### src/tcr_pkg.sv
// Constants, register map and carrier types of the 16-bit reload and compare timer.
// Assumes one oscillator-rate clock and an APB register port with 32-bit data.
package tcr_pkg;

  // Counter and channel widths.
  localparam int unsigned CNT_W = 16;
  localparam int unsigned NUM_CMP = 4;
  localparam logic [15:0] CNT_MAX = 16'hFFFF;

  // One machine cycle lasts this many oscillator periods.
  localparam int unsigned MC_OSC_PERIODS = 6;
  localparam int unsigned MC_CLKS = MC_OSC_PERIODS;
  localparam logic [2:0] MC_LAST = 3'(MC_CLKS - 1);

  // Register byte offsets on the APB port.
  localparam logic [7:0] OFF_TIMER_TWO_CONTROL = 8'h00;
  localparam logic [7:0] OFF_RELOAD = 8'h04;
  localparam logic [7:0] OFF_COUNT = 8'h08;
  localparam logic [7:0] OFF_CMP_BASE = 8'h0C;
  localparam logic [7:0] OFF_PORT = 8'h1C;
  localparam logic [7:0] OFF_IRQ_REQUEST_REG = 8'h20;
  localparam logic [7:0] OFF_IRQ_ENABLE_REG_ONE = 8'h24;
  localparam logic [7:0] OFF_STEP = 8'h04;

  // Count input selection.
  typedef enum logic [1:0] {
    TCR_IN_STOP = 2'h0,
    TCR_IN_TIMER = 2'h1,
    TCR_IN_GATED = 2'h2,
    TCR_IN_EVENT = 2'h3
  } tcr_input_t;

  // Control register layout, bit 0 upward: input_sel, prescale_12, reload_en,
  // reload_pin_mode, external_reload_enable, cmp_en[3:0], cmp_mode[3:0].
  typedef struct packed {
    logic [3:0] cmp_mode;
    logic [3:0] cmp_en;
    logic external_reload_enable;
    logic reload_pin_mode;
    logic reload_en;
    logic prescale_12;
    tcr_input_t input_sel;
  } tcr_ctrl_t;

  localparam int unsigned CTRL_W = $bits(tcr_ctrl_t);
  localparam tcr_ctrl_t CTRL_RST = '0;

  // Status and mask layout: overflow bit 0, external reload bit 1, matches 5:2.
  typedef struct packed {
    logic [3:0] cmp_match;
    logic external_reload_flag;
    logic overflow_flag;
  } tcr_status_t;

  localparam int unsigned STAT_W = $bits(tcr_status_t);
  localparam tcr_status_t STAT_RST = '0;
  localparam logic [15:0] RELOAD_RST = 16'h0000;
  localparam logic [15:0] CMP_RST = 16'h0000;
  localparam logic [3:0] PORT_RST = 4'h0;

endpackage

### src/tcr_timer.sv
// 16-bit timer with reload, four compare outputs and an APB register port.
// Assumes clock is the oscillator clock and gate and trigger pins are asynchronous.
// Operation
// - Sixteen-bit counter; rollover from all ones sets the overflow flag.
// - Timer mode counts at one sixth or one twelfth of oscillator rate.
// - Gated mode counts only while the gate pin is high.
// - Gated mode samples the gate pin once per machine cycle.
// - Event mode counts falling edges sampled per machine cycle, two cycles to detect.
// - Reload mode 0 loads the reload value on rollover and sets overflow.
// - Reload mode 1 loads the reload value on a trigger falling edge.
// - With external reload enabled, a trigger falling edge sets its flag.
// - Each compare register is matched against the counter, driving its pin.
// - Four compare channels act as 16-bit pulse-width outputs.
// - Compare mode 0 sets the pin on match and clears it on overflow.
// - In compare mode 0 software port writes reach only the shadow latch, not the pin.
// - Compare mode 1 writes a shadow latch, copied to the pin on match.
`timescale 1ns/100ps
`default_nettype none
module tcr_timer (
  // Clock and reset.
  input wire logic clock,
  input wire logic reset,
  // APB slave.
  input wire logic psel,
  input wire logic penable,
  input wire logic pwrite,
  input wire logic [7:0] paddr,
  input wire logic [31:0] pwdata,
  input wire logic [3:0] pstrb,
  output logic [31:0] prdata,
  output logic pready,
  output logic pslverr,
  // External pins.
  input wire logic gate_count_pin,
  input wire logic reload_trigger_pin,
  output logic [tcr_pkg::NUM_CMP-1:0] cmp_out,
  // Interrupt.
  output logic irq
);
  import tcr_pkg::*;

  // Register index of an address, or a value past the map when unmapped.
  function automatic logic [3:0] reg_index(input logic [7:0] addr);
    logic [3:0] idx;
    idx = 4'hF;
    if (addr[1:0] == 2'h0 && addr <= OFF_IRQ_ENABLE_REG_ONE)
      idx = 4'(addr[7:2]);
    return idx;
  endfunction

  // Byte-lane merge of a write into a stored word.
  function automatic logic [31:0] merge(input logic [31:0] old, input logic [31:0] data,
                                        input logic [3:0] strb);
    logic [31:0] res;
    res = old;
    for (int b = 0; b < 4; b++)
    begin
      if (strb[b])
        res[8*b +: 8] = data[8*b +: 8];
    end
    return res;
  endfunction

  // One-to-zero transition between two successive machine-cycle samples.
  function automatic logic fell(input logic prev, input logic cur);
    return prev && !cur;
  endfunction

  localparam logic [3:0] IDX_CTRL = 4'(OFF_TIMER_TWO_CONTROL >> 2);
  localparam logic [3:0] IDX_RELOAD = 4'(OFF_RELOAD >> 2);
  localparam logic [3:0] IDX_COUNT = 4'(OFF_COUNT >> 2);
  localparam logic [3:0] IDX_CMP = 4'(OFF_CMP_BASE >> 2);
  localparam logic [3:0] IDX_PORT = 4'(OFF_PORT >> 2);
  localparam logic [3:0] IDX_STATUS = 4'(OFF_IRQ_REQUEST_REG >> 2);
  localparam logic [3:0] IDX_MASK = 4'(OFF_IRQ_ENABLE_REG_ONE >> 2);

  tcr_ctrl_t timer_two_control;
  logic [15:0] reload;
  logic [15:0] cmp [NUM_CMP];
  logic [15:0] count;
  tcr_status_t irq_request_reg;
  tcr_status_t irq_enable_reg_one;
  tcr_status_t read_status;
  logic [NUM_CMP-1:0] port_latch;
  logic [NUM_CMP-1:0] shadow;
  logic [NUM_CMP-1:0] eq;
  logic [NUM_CMP-1:0] eq_d;
  logic [NUM_CMP-1:0] match;
  logic [1:0] pin_level;
  logic [2:0] mc_phase;
  logic mc_tick;
  logic half;
  logic gate_smp;
  logic gate_prev;
  logic trig_smp;
  logic trig_prev;
  logic tick;
  logic ovf_now;
  logic trig_fall;
  logic setup;
  logic access;
  logic wr;
  logic [3:0] idx;
  logic [3:0] acc_idx;
  logic [31:0] wmerge;

  tcr_pin_sync #(
    .WIDTH(2)
  ) tcr_pin_sync_inst (
    .clock(clock),
    .reset(reset),
    .pin({reload_trigger_pin, gate_count_pin}),
    .level(pin_level)
  );

  // Bus decode. The slave never waits, so every access ends in its first access cycle.
  assign pready = 1'b1;
  assign setup = psel && !penable;
  assign access = psel && penable;
  assign idx = reg_index(paddr);
  assign acc_idx = access ? idx : 4'hF;
  assign wr = access && pwrite;
  assign pslverr = access && (idx == 4'hF);

  // Machine-cycle sequencer: a one-clock tick every six oscillator periods.
  always_ff @(posedge clock or posedge reset)
  begin
    if (reset)
      mc_phase <= '0;
    else if (mc_phase == MC_LAST)
      mc_phase <= '0;
    else
      mc_phase <= mc_phase + 3'h1;
  end

  always_ff @(posedge clock or posedge reset)
  begin
    if (reset)
      mc_tick <= 1'b0;
    else
      mc_tick <= (mc_phase == MC_LAST);
  end

  // Pins are sampled once per machine cycle, the previous sample kept for edges.
  always_ff @(posedge clock or posedge reset)
  begin
    if (reset)
    begin
      gate_smp <= 1'b0;
      gate_prev <= 1'b0;
      trig_smp <= 1'b0;
      trig_prev <= 1'b0;
    end
    else if (mc_phase == MC_LAST)
    begin
      gate_smp <= pin_level[0];
      gate_prev <= gate_smp;
      trig_smp <= pin_level[1];
      trig_prev <= trig_smp;
    end
  end

  // Divide-by-two of the machine-cycle rate for the slow prescale.
  always_ff @(posedge clock or posedge reset)
  begin
    if (reset)
      half <= 1'b0;
    else if (mc_tick)
      half <= !half;
  end

  // Count enable. Event edges need two samples, so two machine cycles per count at most.
  always_comb
  begin
    tick = 1'b0;
    case (timer_two_control.input_sel)
      TCR_IN_TIMER: tick = mc_tick && (!timer_two_control.prescale_12 || half);
      TCR_IN_GATED: tick = mc_tick && (!timer_two_control.prescale_12 || half)
                           && gate_smp;
      TCR_IN_EVENT: tick = mc_tick && fell(gate_prev, gate_smp);
      default: tick = 1'b0;
    endcase
  end

  assign ovf_now = tick && (count == CNT_MAX);
  assign trig_fall = mc_tick && fell(trig_prev, trig_smp);
  assign wmerge = merge(32'h0, pwdata, pstrb);

  // Counter. A software write wins over hardware so a preset is never lost.
  always_ff @(posedge clock or posedge reset)
  begin
    if (reset)
      count <= '0;
    else if (wr && acc_idx == IDX_COUNT)
      count <= 16'(merge({16'h0, count}, pwdata, pstrb));
    else if (timer_two_control.reload_en && timer_two_control.reload_pin_mode && trig_fall)
      count <= reload;
    else if (ovf_now && timer_two_control.reload_en && !timer_two_control.reload_pin_mode)
      count <= reload;
    else if (tick)
      count <= count + 16'h1;
  end

  // Control, reload, compare and mask registers.
  always_ff @(posedge clock or posedge reset)
  begin
    if (reset)
    begin
      timer_two_control <= CTRL_RST;
      reload <= RELOAD_RST;
      irq_enable_reg_one <= STAT_RST;
      for (int i = 0; i < NUM_CMP; i++)
        cmp[i] <= CMP_RST;
    end
    else if (wr)
    begin
      if (acc_idx == IDX_CTRL)
        timer_two_control <= tcr_ctrl_t'(CTRL_W'(merge(32'(timer_two_control), pwdata, pstrb)));
      if (acc_idx == IDX_RELOAD)
        reload <= 16'(merge({16'h0, reload}, pwdata, pstrb));
      if (acc_idx == IDX_MASK)
        irq_enable_reg_one <= tcr_status_t'(STAT_W'(wmerge));
      for (int i = 0; i < NUM_CMP; i++)
      begin
        if (acc_idx == IDX_CMP + 4'(i))
          cmp[i] <= 16'(merge({16'h0, cmp[i]}, pwdata, pstrb));
      end
    end
  end

  // Compare: a match is the first cycle the counter equals a compare value.
  always_comb
  begin
    for (int i = 0; i < NUM_CMP; i++)
    begin
      eq[i] = (count == cmp[i]);
      match[i] = timer_two_control.cmp_en[i] && eq[i] && !eq_d[i];
    end
  end

  // Equality history resets high so that reset itself is not seen as a match.
  always_ff @(posedge clock or posedge reset)
  begin
    if (reset)
      eq_d <= '1;
    else
      eq_d <= eq;
  end

  // Port latches and shadow latches of the compare pins.
  always_ff @(posedge clock or posedge reset)
  begin
    if (reset)
    begin
      port_latch <= PORT_RST;
      shadow <= PORT_RST;
    end
    else
    begin
      for (int i = 0; i < NUM_CMP; i++)
      begin
        if (wr && acc_idx == IDX_PORT && pstrb[0])
          shadow[i] <= pwdata[i];
        if (!timer_two_control.cmp_en[i])
        begin
          if (wr && acc_idx == IDX_PORT && pstrb[0])
            port_latch[i] <= pwdata[i];
        end
        else if (!timer_two_control.cmp_mode[i])
        begin
          // Software writes do not reach this latch while mode 0 owns it.
          if (match[i])
            port_latch[i] <= 1'b1;
          else if (ovf_now)
            port_latch[i] <= 1'b0;
        end
        else if (match[i])
          port_latch[i] <= shadow[i];
      end
    end
  end

  assign cmp_out = port_latch;

  // Sticky status. Only bits already shown to a read are cleared, and a new set wins.
  always_ff @(posedge clock or posedge reset)
  begin
    if (reset)
      irq_request_reg <= STAT_RST;
    else
    begin
      irq_request_reg.overflow_flag <= ovf_now || (irq_request_reg.overflow_flag
        && !(access && !pwrite && acc_idx == IDX_STATUS
        && read_status.overflow_flag));
      irq_request_reg.external_reload_flag <= (trig_fall
        && timer_two_control.external_reload_enable)
        || (irq_request_reg.external_reload_flag
        && !(access && !pwrite && acc_idx == IDX_STATUS
        && read_status.external_reload_flag));
      irq_request_reg.cmp_match <= match | (irq_request_reg.cmp_match
        & ~((access && !pwrite && acc_idx == IDX_STATUS) ? read_status.cmp_match : 4'h0));
    end
  end

  // Read data is captured in the setup cycle and held through the access cycle.
  always_ff @(posedge clock or posedge reset)
  begin
    if (reset)
    begin
      prdata <= '0;
      read_status <= STAT_RST;
    end
    else if (setup)
    begin
      prdata <= '0;
      read_status <= STAT_RST;
      case (idx)
        IDX_CTRL: prdata <= 32'(timer_two_control);
        IDX_RELOAD: prdata <= {16'h0, reload};
        IDX_COUNT: prdata <= {16'h0, count};
        IDX_PORT: prdata <= {24'h0, shadow, port_latch};
        IDX_STATUS:
        begin
          prdata <= 32'(irq_request_reg);
          read_status <= irq_request_reg;
        end
        IDX_MASK: prdata <= 32'(irq_enable_reg_one);
        default:
        begin
          for (int i = 0; i < NUM_CMP; i++)
          begin
            if (idx == IDX_CMP + 4'(i))
              prdata <= {16'h0, cmp[i]};
          end
        end
      endcase
    end
  end

  // One level interrupt, the OR of every unmasked sticky bit.
  assign irq = |(irq_request_reg & irq_enable_reg_one);

endmodule // tcr_timer
`default_nettype wire

### src/tcr_pin_sync.sv
// Three-stage input synchroniser with agreement filter for the timer pins.
// Assumes asynchronous pins; the output changes only when stages two and three agree.
`timescale 1ns/100ps
`default_nettype none
module tcr_pin_sync #(
  parameter int unsigned WIDTH = 2
) (
  // Clock and reset.
  input wire logic clock,
  input wire logic reset,
  // Pins and their clean levels.
  input wire logic [WIDTH-1:0] pin,
  output logic [WIDTH-1:0] level
);

  logic [WIDTH-1:0] stage1;
  logic [WIDTH-1:0] stage2;
  logic [WIDTH-1:0] stage3;

  always_ff @(posedge clock or posedge reset)
  begin
    if (reset)
    begin
      stage1 <= '0;
      stage2 <= '0;
      stage3 <= '0;
    end
    else
    begin
      stage1 <= pin;
      stage2 <= stage1;
      stage3 <= stage2;
    end
  end

  // A level is accepted only once it has been seen twice in a row.
  always_ff @(posedge clock or posedge reset)
  begin
    if (reset)
      level <= '0;
    else
    begin
      for (int i = 0; i < WIDTH; i++)
      begin
        if (stage2[i] == stage3[i])
          level[i] <= stage3[i];
      end
    end
  end

endmodule // tcr_pin_sync
`default_nettype wire

### config.mk
export PLATFORM = sky130hd
export DESIGN_NAME = tcr_timer
export DESIGN_NICKNAME = d
export VERILOG_FILES = /design/src/tcr_pkg.sv /design/src/tcr_timer.sv /design/src/tcr_pin_sync.sv
export SDC_FILE = /design/constraint.sdc
export NUM_CORES = 1
export LEC_CHECK = 0
export BUFFER_PORTS_ARGS = -buffer_cell sky130_fd_sc_hd__buf_2
export CORE_MARGIN = 2
export CORE_UTILIZATION = 45
export CTS_CLUSTER_DIAMETER = 50
export DETAILED_ROUTE_END_ITERATION = 16
export GPL_ROUTABILITY_DRIVEN = 0
export PLACE_DENSITY = 0.64
export RECOVER_POWER = 100
export SYNTH_ARGS = -nofsm -noshare
export SYNTH_HDL_FRONTEND = slang
export SYNTH_HIERARCHICAL = 1
export SYNTH_SLANG_ARGS = --single-unit
### constraint.sdc
create_clock -name clock -period 15.35 [get_ports clock]
set_input_delay 1.535 -clock clock [delete_from_list [all_inputs] [get_ports clock]]
set_output_delay 1.535 -clock clock [all_outputs]
set_load 0.01 [all_outputs]
# --- Word level (Yosys, flattened, before mapping) ---
# Index checks and enable logic that the tools add are counted.
totals:
  inputBits: 51
  reg_bits: 189
  elab_cells: 212
  out_inout_bits: 39
classes:
  magnitude_cmp: 1
  addsub: 2
  reduce_logical: 78
  bitwise_logic: 4
  muxes: 39
  n_eq_ne: 40
ops:
  columns: ["op", "n"]
  rows:
  - ["$pmux W32 S6", 1]
  - ["$mux W32", 3]
  - ["$mux W16", 5]
  - ["$eq A16 B16 Y1", 4]
  - ["$reduce_and A3 Y1", 16]
  - ["$logic_and A1 B1 Y1", 34]
  - ["$eq A4 B3 Y1 const B", 8]
  - ["$mux W1", 21]
  - ["$eq A4 B4 Y1 const B", 5]
  - ["$add A16 B1 Y16 const B", 1]
  - ["$eq A16 B16 Y1 const B", 1]
  - ["$eq A4 B2 Y1 const B", 4]
  - ["$mux W8", 2]
  - ["$logic_not A1 Y1", 13]
  - ["$mux W4", 3]
  - ["$mux W6", 2]
  - ["$ne A3 B1 Y1 const B", 4]
  - ["$ne A3 B2 Y1 const B", 4]
  - ["$eq A4 B1 Y1 const B", 2]
  - ["$le A8 B6 Y1 const B", 1]
  - ["$logic_not A4 Y1", 2]
  - ["$reduce_bool A2 Y1", 4]
  - ["$and A6 B6 Y6", 1]
  - ["$reduce_and A2 Y1", 3]
  - ["other kinds (15)", 20]

# --- Longest topological paths before layout ---
# Gate-level depths: netlist of the first run.
depth:
  word_depth: 11
  ltp_mapped: 9
  mapped_depth_nobuf: 7

# --- By module ---
# The synthesis of the first run kept the hierarchy.
modules_own_cells:
  columns: ["module", "area_per_inst_um2", "cells_each", "n_inst", "seq_area_each_um2"]
  rows:
  - ["tcr_timer", 9258.9, 862, 1, 4134.0]
  - ["tcr_pin_sync", 226.5, 11, 1, 200.2]

# --- Worst setup path after synthesis of the first run ---
# No wires, ideal clock.
synth_timing:
  path_type: "in2out"
  start: "input port paddr[1]"
  end: "output port pslverr"
  arrival_time_ns: 2.412
  required_time_ns: 13.815
  slack_ns: 11.403
  stages: 3
  n_path_buf: 0
  cell_sequence: "or4_4 -> nor3_4 -> nor3_1"
synth_via:
  elab_chain_cells: 5
  word_cells_on_any_way: 6
  classes_between: "order compare (1); eq/ne (1); mux (1); reduce/logical (3)"
synth_lines:
  columns: ["item", "line", "source"]
  rows:
  - ["start, declared", "tcr_timer.sv:27", "input wire logic [7:0] paddr,"]
  - ["$le A8 B6 Y1 or $logic_not A2 Y1 (tied branches)", "tcr_timer.sv:46", "if (addr[1:0] == 2'h0 && addr <= OFF_IRQ_ENABLE_REG_ONE)"]
  - ["$logic_and A1 B1 Y1 *", "tcr_timer.sv:46", null]
  - ["$mux W4 *", "tcr_timer.sv:46", null]
  - ["$eq A4 B4 Y1 *", "tcr_timer.sv:123", "assign pslverr = access && (idx == 4'hF);"]
  - ["$logic_and A1 B1 Y1 *", "tcr_timer.sv:123", null]
  - ["end, declared", "tcr_timer.sv:32", "output logic pslverr,"]
# Every way passes the cells marked *; elsewhere a longest branch is shown, timed or not.

==> flow_summary.json, run 1 <==
{
  "synth_area_leader_cell": "dfrtp_1",
  "dp_slack_ns": 11.02,
  "crit_chain": "clkbuf_1 > clkinvlp_2 > clkbuf_1",
  "fin_cells": 1182,
  "peakVddDrop_mv": 0.0737,
  "start_util_pct": 45.6,
  "wl_per_cell_um": 22.4,
  "relSlewSlack_pct": -195,
  "power_density_mw_per_mm2": 98.3,
  "cp.required_ns": 14.85,
  "via_per_inst": 5.89,
  "combPwrFrac_pct": 7.8,
  "hold_path_depth": 0,
  "clkTransAtPathRegs_ns": 0.08,
  "maxUsedRoutingLayer": "met4",
  "drtPass1Iterations": 5,
  "finalWirelength_um": 26500,
  "crit_path_frequent_cell": "clkbuf_1",
  "slowest_delay_ns": 3.25,
  "grt_pass1_wl_um": 41000,
  "die_area_mm2": 0.0223,
  "dp_hpwl_um": 19300,
  "crit_buf_inv": 3,
  "fin_crit_sh_pct": 49.5,
  "end_kind": "async pin",
  "cts-root-buf": "clkbuf_16",
  "antenna_found_initial": 0,
  "power_switching_w": 0.000274,
  "rsz0062_at_grt": "no",
  "drt-met1-wl_um": 12000,
  "drive_gt1_share_pct": 19.1,
  "grt_use_total_pct": 24.6,
  "yosysWarnings": 6,
  "hold_ws_ns": 0.353,
  "finalSetupViolations": 0,
  "multiInputGateArea_mm2": 0.00459,
  "synth_area_mm2": 0.00949,
  "n_antenna_cell": 0,
  "die-height_um": 149,
  "core-area_mm2": 0.0208,
  "reg2regPathDepth": 7,
  "yosys.cell_count.top_type": "dfrtp_1",
  "drt-initial-drc-count": 861,
  "drc": 0,
  "fillers": 1936,
  "netlist.area_leader.share_pct": 44.6,
  "maxCapViolations": 4,
  "final_antenna_net_count": 0,
  "cp_max_fo": 84,
  "cts_tree": "yes",
  "vias": 6964,
  "clock_latency_ns": 0.43,
  "finalClockSkew_ns": 0.0108,
  "cpLargestDelayFamily": "buffers and inverters",
  "ys_ff_latch": 173,
  "cpMaxStageDelayCell": "clkbuf_1",
  "hold_end": "tcr_pin_sync_inst/stage2[1]$_DFF_PP0_",
  "setup_ws_ns": 7.75,
  "p_clk_share_pct": 44.2,
  "p_int_w": 0.000726,
  "seq_area_frac_synth_pct": 45.7,
  "cts.sinks": 173,
  "synth_area_leaders": "dfrtp_1, mux2_2, xnor2_1",
  "r2r_setup_slack_ns": 11.90,
  "grt_max_degree": 85,
  "regMostFlops": "cmp",
  "met3_length_um": 1660,
  "hold_viol": 0,
  "dp.cells": 1150,
  "final_util_pct": 48.9,
  "avgSynthCellArea_um2": 10.9,
  "max_freq_ghz": 0.132,
  "synthFlopType": "dfrtp_1",
  "min_period_ns": 7.60,
  "crit_arrival_ns": 7.10,
  "maxSlewViolCount": 237,
  "violations": "max-capacitance violations, max-slew violations",
  "cts-resized-gates": 0,
  "layout.nets": 946,
  "grt_overflow_total": 0,
  "row_count": 53,
  "grt_pass1_vias": 6754,
  "clk_path_buf_depth": 2,
  "tightest_slew_ns": 4.43,
  "port_buffers": 54,
  "crit_type": "input pin to async pin",
  "post-cts-setup-buffers": 0,
  "hp-start": "tcr_pin_sync_inst/stage1[1]$_DFF_PP0_",
  "syn_inst": 873,
  "setup_tns_ns": 0,
  "hold_path.class": "flip-flop to flip-flop",
  "synth-async-reset-ratio_pct": 100,
  "synth_common_cells": "dfrtp_1, mux2_2, xnor2_1, nand2_1, nor2_1",
  "postCtsHoldBufs": 0,
  "routed-wl-met2_um": 12300,
  "startpoint_type": "input pin",
  "reg2reg_to": "count[1]$_DFFE_PP0P_",
  "swShare_pct": 27.4,
  "synth_edf_count": 0,
  "die_x_um": 149,
  "ys_types": 75,
  "largest_reg_flops": 64,
  "htree_levels": 4,
  "io_pins": 90,
  "status": "finished with violations",
  "reg2reg_from": "count[0]$_DFFE_PP0P_",
  "syn_to_final_growth_pct": 7.31,
  "seqCellArea_mm2": 0.00433,
  "numCtsBuffers": 17,
  "leakagePower_nw": 4.41,
  "p_seq_share_pct": 48.0
}
==> cells by family after synthesis <==
family	Yosys count	share of synthesized area, %
AO/OA/AOI/OAI	178	13.0
XOR/XNOR	79	7.29
adder cells (fa/ha/maj)	3	0.369
buffers and inverters	85	5.01
flip-flops	173	45.7
multiplexers	126	14.5
other	2	0.0792
AND/OR/NAND/NOR	227	14.0
==> placed cells by master, fill, tap and decap left out, types with 6 or more instances in the layout <==
cell / n
nor4_1: 7
nor3_1: 19
nand4_1: 21
a31oi_1: 11
mux2_2: 87
inv_1: 14
mux2i_1: 33
and3_1: 11
nand3b_1: 6
conb_1: 17
buf_2: 28
a22oi_1: 24
clkbuf_16: 17
nand2_1: 60
o211ai_1: 9
clkbuf_1: 27
a21oi_1: 21
dfrtp_1: 169
a21o_1: 10
nand3_1: 16
xnor2_1: 74
o21ai_0: 46
o22ai_1: 7
a22o_1: 18
mux2_1: 6
nor2b_1: 8
nor2_1: 50
==> cell type report <==
type / instances / area share [%]
Multi-Input combinational cell: 630 / 45.1
Sequential cell: 173 / 42.6
Clock buffer: 17 / 4.18
Tap cell: 275 / 3.38
Timing Repair Buffer: 56 / 2.45
Clock inverter: 15 / 1.76
Inverter: 16 / 0.602
==> per-stage QoR <==
step	power, W	area [µm²]
detailed placement	0.000570	9760
global placement	0.000568	9760
finish	0.00100	10200
CTS	0.00101	10400
floorplan	0.000540	9540
global route	0.00104	10200
==> worst max path at each step <==
stage	from	to	slack [ns]	cells after the start
finish	reset	cmp[50]$_DFFE_PP0P_	7.75	3
global route	reset	cmp[53]$_DFFE_PP0P_	6.37	3
CTS	paddr[1]	pslverr	11.02	5
detailed placement	paddr[1]	pslverr	11.02	5
global placement	paddr[1]	pslverr	11.02	5
floorplan	reset	cmp[0]$_DFFE_PP0P_	9.36	1
==> power by group through the flow <==
stage | logic, W | clock network [W] | registers, W
after floorplan | 0.0000585 | 0 | 0.000482
after global placement | 0.0000802 | 0 | 0.000488
after detailed placement | 0.0000811 | 0 | 0.000488
after CTS | 0.0000814 | 0.000447 | 0.000479
after global routing | 0.0000857 | 0.000468 | 0.000481
final | 0.0000783 | 0.000443 | 0.000480
==> routing by layer <==
metal  track usage (%)  up-vias
met5                 0        -
met4              6.95        0
met3              4.22       35
met2              38.3      263
met1              35.4     3504
li1                  -     3162
==> worst register-to-register path: cells and delay by family, from the launching register on <==
family / cells / cell delay (ns)
flops: 1 / 0.67
fa+ha+maj: 1 / 0.32
mux: 1 / 0.19
compound gates: 3 / 1.54
simple gates: 2 / 0.61
Note: power is estimated with default switching activity, not from simulation.
==> run 2, diff against run 1 <==
- clock period: 15.35 -> 7.8 ns (I/O delays scaled with it)
==> run 2 against run 1 <==
  * The flow still finishes with violations (max-capacitance violations, max-slew violations)
  * Via count rose by 0.85%
  * Worst setup slack worse by 4.7 ns
  * Final area grew 0.12%
  * Die area unchanged
  * Count of clock-buffer cells in the layout up 2
  * Clock skew barely moved
  * Combinational power is 97% higher
  * Hold slack worse by 0.087 ns
  * Critical path type is now input pin to flip-flop
  * Critical endpoint is now count[0]$_DFFE_PP0P_
==> flow_summary.json, run 2 (same netlist as run 1, synthesis figures left out) <==
{
  "reg2regPathDepth": 7,
  "final_common_cell": "dfrtp_1",
  "power_density_mw_per_mm2": 196,
  "status": "finished with violations",
  "startpoint_type": "input pin",
  "syn_to_final_growth_pct": 7.44,
  "dp_hpwl_um": 19400,
  "hold_ws_ns": 0.266,
  "finalClockSkew_ns": 0.0108,
  "swShare_pct": 25.5,
  "tightest_slew_ns": 4.60,
  "placed_area_mm2": 0.00976,
  "finalWirelength_um": 26600,
  "layout.nets": 946,
  "violations": "max-capacitance violations, max-slew violations",
  "grt_pass1_vias": 6871,
  "postCtsHoldBufs": 0,
  "relSlewSlack_pct": -208,
  "cp_max_fo": 34,
  "finalInstanceArea_mm2": 0.0102,
  "row_count": 53,
  "port_buffers": 54,
  "largest_reg_flops": 64,
  "crit_type": "input pin to flip-flop",
  "drive_gt1_share_pct": 18.9,
  "reg2reg_from": "count[0]$_DFFE_PP0P_",
  "peakVddDrop_mv": 0.109,
  "most-common-layout-cells": "dfrtp_1, mux2_2, xnor2_1",
  "reg2reg_to": "count[0]$_DFFE_PP0P_",
  "drtPass1Iterations": 5,
  "cts-root-buf": "clkbuf_16",
  "rsz0062_at_grt": "no",
  "start_util_pct": 45.6,
  "numCtsBuffers": 17,
  "vias": 7023,
  "r2r_setup_slack_ns": 4.22,
  "n_antenna_cell": 0,
  "io_pins": 90,
  "grt_use_total_pct": 24.8,
  "grt_pass1_wl_um": 40900,
  "p_seq_share_pct": 47.2,
  "regMostFlops": "cmp",
  "cts-resized-gates": 0,
  "clkTransAtPathRegs_ns": 0.07,
  "setup_tns_ns": 0,
  "core-area_mm2": 0.0208,
  "wl_per_cell_um": 22.5,
  "cts.sinks": 173,
  "crit_arrival_ns": 5.10,
  "fin_crit_sh_pct": 61.5,
  "power_switching_w": 0.000511,
  "drt-initial-drc-count": 700,
  "final_antenna_net_count": 0,
  "die-height_um": 149,
  "hold_viol": 0,
  "final_util_pct": 48.9,
  "post-cts-setup-buffers": 0,
  "maxSlewViolCount": 237,
  "grt_max_degree": 103,
  "maxCapViolations": 4,
  "finalSetupViolations": 0,
  "p_clk_share_pct": 45.1,
  "htree_levels": 4,
  "via_per_inst": 5.94,
  "max_freq_ghz": 0.208,
  "hold_path.class": "input pin to async pin",
  "clock_latency_ns": 0.44,
  "drc": 0,
  "total_power_w": 0.00200,
  "clk_path_buf_depth": 2,
  "grt_overflow_total": 0,
  "min_period_ns": 4.80,
  "combPwrFrac_pct": 7.7,
  "cts_tree": "yes",
  "end_kind": "flip-flop",
  "cp.required_ns": 8.10,
  "die_area_mm2": 0.0223,
  "leakagePower_nw": 4.42,
  "p_int_w": 0.00149,
  "antenna_found_initial": 0,
  "die_x_um": 149
}
[run 2: critical path: stages]
cell and delay [ns]:
clkbuf_1 1.39, inv_1 0.73, nand3_1 0.70, nor3_1 0.29, o31ai_1 0.86, and2_0 0.25, a221oi_1 0.07
[run 2: power by group through the flow]
stage	logic, W	registers [W]	clock network [W]
floorplan	0.000115	0.000948	0
global placement	0.000158	0.000960	0
detailed placement	0.000159	0.000961	0
CTS	0.000160	0.000944	0.000915
global route	0.000169	0.000948	0.000954
finish	0.000154	0.000945	0.000903
[run 2: cell type report]
type,instances,area [µm²]
clock buffer,19,443
clock inverter,13,180
tap,275,344
inverter,16,61.3
timing repair buffer,56,250
sequential,173,4330
multi-input combinational,630,4580
fill,1933,10600
[run 2: through the flow]
stage	setup WS, ns	instances
2_1_floorplan	2.56	888
3_3_place_gp	4.26	1150
3_5_place_dp	4.23	1150
4_1_cts	4.30	1182
5_1_grt	2.10	1182
6_report	3.00	1182
[run 2: worst max-delay path by stage]
stage                                     from                          endpoint  slack [ns]  depth (start not counted)
after global placement                paddr[2]  timer_two_control[9]$_DFFE_PP0P_        4.26                          6
final                                 paddr[2]              count[0]$_DFFE_PP0P_        3.00                          7
after floorplan                          reset                cmp[0]$_DFFE_PP0P_        2.56                          1
after global routing                     reset               cmp[30]$_DFFE_PP0P_        2.10                          3
after detailed placement              paddr[2]  timer_two_control[9]$_DFFE_PP0P_        4.23                          6
after CTS                 count[0]$_DFFE_PP0P_              count[0]$_DFFE_PP0P_        4.30                          7
[run 2: per-layer routing]
layer | global-route usage (%) | vias to the layer above | wire (µm)
met5 | 0 | - | 0
li1 | - | 3154 | -
met3 | 4.59 | 52 | 1820
met2 | 37.4 | 291 | 11800
met4 | 9.86 | 0 | 902
met1 | 35.5 | 3526 | 12000
==> run 3, diff against run 2 <==
- ABC_AREA: unset -> 1
- clock period: 7.8 -> 4.5 ns (I/O delays scaled with it)
==> run 3 against run 2 <==
  * The flow still finishes with violations (max-capacitance violations, max-slew violations)
  * Final area rose by 3.4%
  * Via count increased by 24%
  * Die area rose by 4.0%
  * Largest cell class unchanged
  * Global-route usage grew 0.61 points
  * Critical endpoint is now timer_two_control[0]$_DFFE_PP0P_
==> flow_summary.json, run 3 <==
{
  "status": "finished with violations",
  "violations": "max-capacitance violations, max-slew violations",
  "finalSetupViolations": 0,
  "synth_fa_ha_area_share_pct": 0.127,
  "synth_area_leader_cell": "dfrtp_1",
  "grt_pass1_wl_um": 45600,
  "final_common_cell": "nand2_1",
  "maxSlewViolCount": 186,
  "die_x_um": 152,
  "slowest_delay_ns": 1.31,
  "synth_area_mm2": 0.00987,
  "cpLargestDelayFamily": "simple AND/OR/NAND/NOR gates",
  "clock_latency_ns": 0.44,
  "synth-async-reset-ratio_pct": 100,
  "synth_mux_area_share_pct": 0,
  "synth_top_family_by_area": "simple AND/OR/NAND/NOR gates",
  "synthFlopType": "dfrtp_1",
  "vias": 8691,
  "cts_tree": "yes",
  "drt-initial-drc-count": 870,
  "dp_hpwl_um": 20800,
  "layout.nets": 1371,
  "wl_per_cell_um": 18.0,
  "dp.cells": 1579,
  "tightest_slew_ns": 2.31,
  "max_freq_ghz": 0.285,
  "grt_use_total_pct": 25.4,
  "min_period_ns": 3.51,
  "end_kind": "flip-flop",
  "crit_path_frequent_cell": "nor2_1",
  "via_per_inst": 5.39,
  "synth_edf_count": 0,
  "netlist.area_leader.share_pct": 42.8,
  "drive_gt1_share_pct": 7.21,
  "finalWirelength_um": 29000,
  "core-area_mm2": 0.0217,
  "synth_xor_area_share_pct": 5.41,
  "numCtsBuffers": 17,
  "cpMaxStageDelayCell": "nor2_1",
  "synth_common_cells": "nand2_1, nor2_1, dfrtp_1, inv_1, nand3_1",
  "cts.sinks": 173,
  "largest_reg_flops": 64,
  "most-common-layout-cells": "nand2_1, nor2_1, dfrtp_1",
  "relSlewSlack_pct": -54.2,
  "htree_levels": 4,
  "ys_ff_latch": 173,
  "finalClockSkew_ns": 0.0105,
  "antenna_found_initial": 0,
  "seq_area_frac_synth_pct": 43.9,
  "synth-simple-area-share_pct": 30.9,
  "rsz0062_at_grt": "no",
  "row_count": 54,
  "crit_type": "input pin to flip-flop",
  "start_util_pct": 45.5,
  "placed_area_mm2": 0.0101,
  "cp_max_fo": 19,
  "clk_path_buf_depth": 2,
  "setup_tns_ns": 0,
  "yosysWarnings": 6,
  "drc": 0,
  "leakagePower_nw": 5.02,
  "post-cts-setup-buffers": 0,
  "drtPass1Iterations": 5,
  "die-height_um": 152,
  "n_antenna_cell": 0,
  "ys_types": 43,
  "clkTransAtPathRegs_ns": 0.07,
  "synth_area_leaders": "dfrtp_1, nand2_1, nor2_1",
  "yosys.cell_count.top_type": "nand2_1",
  "syn_to_final_growth_pct": 6.73,
  "crit_chain": "buf_2 > nor2_1 > nand2_1 > clkinv_2 > nand3_4 > nor2_1 > nand3_1 > o21ai_0",
  "hold_viol": 0,
  "synth_compound_area_share_pct": 9.82,
  "startpoint_type": "input pin",
  "maxCapViolations": 2,
  "io_pins": 90,
  "finalInstanceArea_mm2": 0.0105,
  "grt_pass1_vias": 8017,
  "final_antenna_net_count": 0,
  "crit_arrival_ns": 3.84,
  "crit_buf_inv": 2,
  "peakVddDrop_mv": 0.246,
  "power_density_mw_per_mm2": 329,
  "grt_max_degree": 166,
  "fin_crit_sh_pct": 78.1,
  "port_buffers": 54,
  "syn_inst": 1293,
  "cts-root-buf": "clkbuf_16",
  "die_area_mm2": 0.0231,
  "fin_cells": 1612,
  "grt_overflow_total": 0,
  "cp.required_ns": 4.83,
  "regMostFlops": "cmp",
  "final_util_pct": 48.6,
  "avgSynthCellArea_um2": 7.64,
  "hold_path.class": "input pin to flip-flop"
}
-- run 3: cells by family after synthesis --
family,Yosys count
fa+ha+maj,1
flops,173
simple gates,691
other cells,2
buf+inv,195
xor+xnor,61
compound gates,170
-- run 3: stage by stage --
stage | total power, W | setup slack, ns | hold slack, ns
after global routing | 0.00359 | 0.849 | 0.106
after detailed placement | 0.00192 | 1.57 | 0.337
final | 0.00347 | 0.987 | 0.115
after global placement | 0.00192 | 1.62 | 0.332
after CTS | 0.00350 | 1.83 | 0.102
after floorplan | 0.00183 | 1.95 | 0.266
-- run 3: final cells by class --
| class | instances | area (µm²) |
|---|---|---|
| repair buffers | 60 | 288 |
| clock inverters | 14 | 184 |
| clock buffers | 18 | 439 |
| multi-input cells | 940 | 4460 |
| inverters | 127 | 484 |
| fillers | 2199 | 11200 |
| flip-flops and latches | 173 | 4330 |
| well taps | 280 | 350 |
-- run 3: report_power, final --
part           switching, W  leakage [nW]  internal [W]
combinational      0.000195          2.56     0.0000803
clock              0.000684         0.297      0.000903
sequential        0.0000262          2.16       0.00158
total              0.000905          5.02       0.00257
-- run 3: per-layer routing --
layer | track usage (%) | vias to the layer above | share of wire (%)
met5 | 0 | - | 0
met4 | 6.41 | 0 | 1.8
met3 | 5.05 | 41 | 8.3
met2 | 38.2 | 386 | 43
met1 | 37.9 | 4101 | 47
li1 | - | 4163 | -
-- run 3: path summary, 6_finish.rpt --
kind	startpoint	to	slack, ns	cells past startpoint
max	paddr[6]	timer_two_control[0]$_DFFE_PP0P_	0.99	8
min	gate_count_pin	tcr_pin_sync_inst/stage1[0]$_DFF_PP0_	0.11	1
max reg2reg	count[0]$_DFFE_PP0P_	count[14]$_DFFE_PP0P_	1.16	11
min reg2reg	tcr_pin_sync_inst/stage1[0]$_DFF_PP0_	tcr_pin_sync_inst/stage2[0]$_DFF_PP0_	0.35	0
max in group asynchronous	reset	count[13]$_DFFE_PP0P_	1.64	4
min in group asynchronous	reset	tcr_pin_sync_inst/stage1[0]$_DFF_PP0_	0.52	3
-- run 3: worst register-to-register path, delay by kind of cell, from the launching register on --
family                     cells  cell delay [ns]
and+or+nand+nor               10             2.43
adders and majority gates      1             0.27
DFF                            1             0.59
-- run 3: repair_timing --
action,CTS,global route
hold endpoints to repair,8,0
gates resized for setup,0,0
hold buffers,1,0
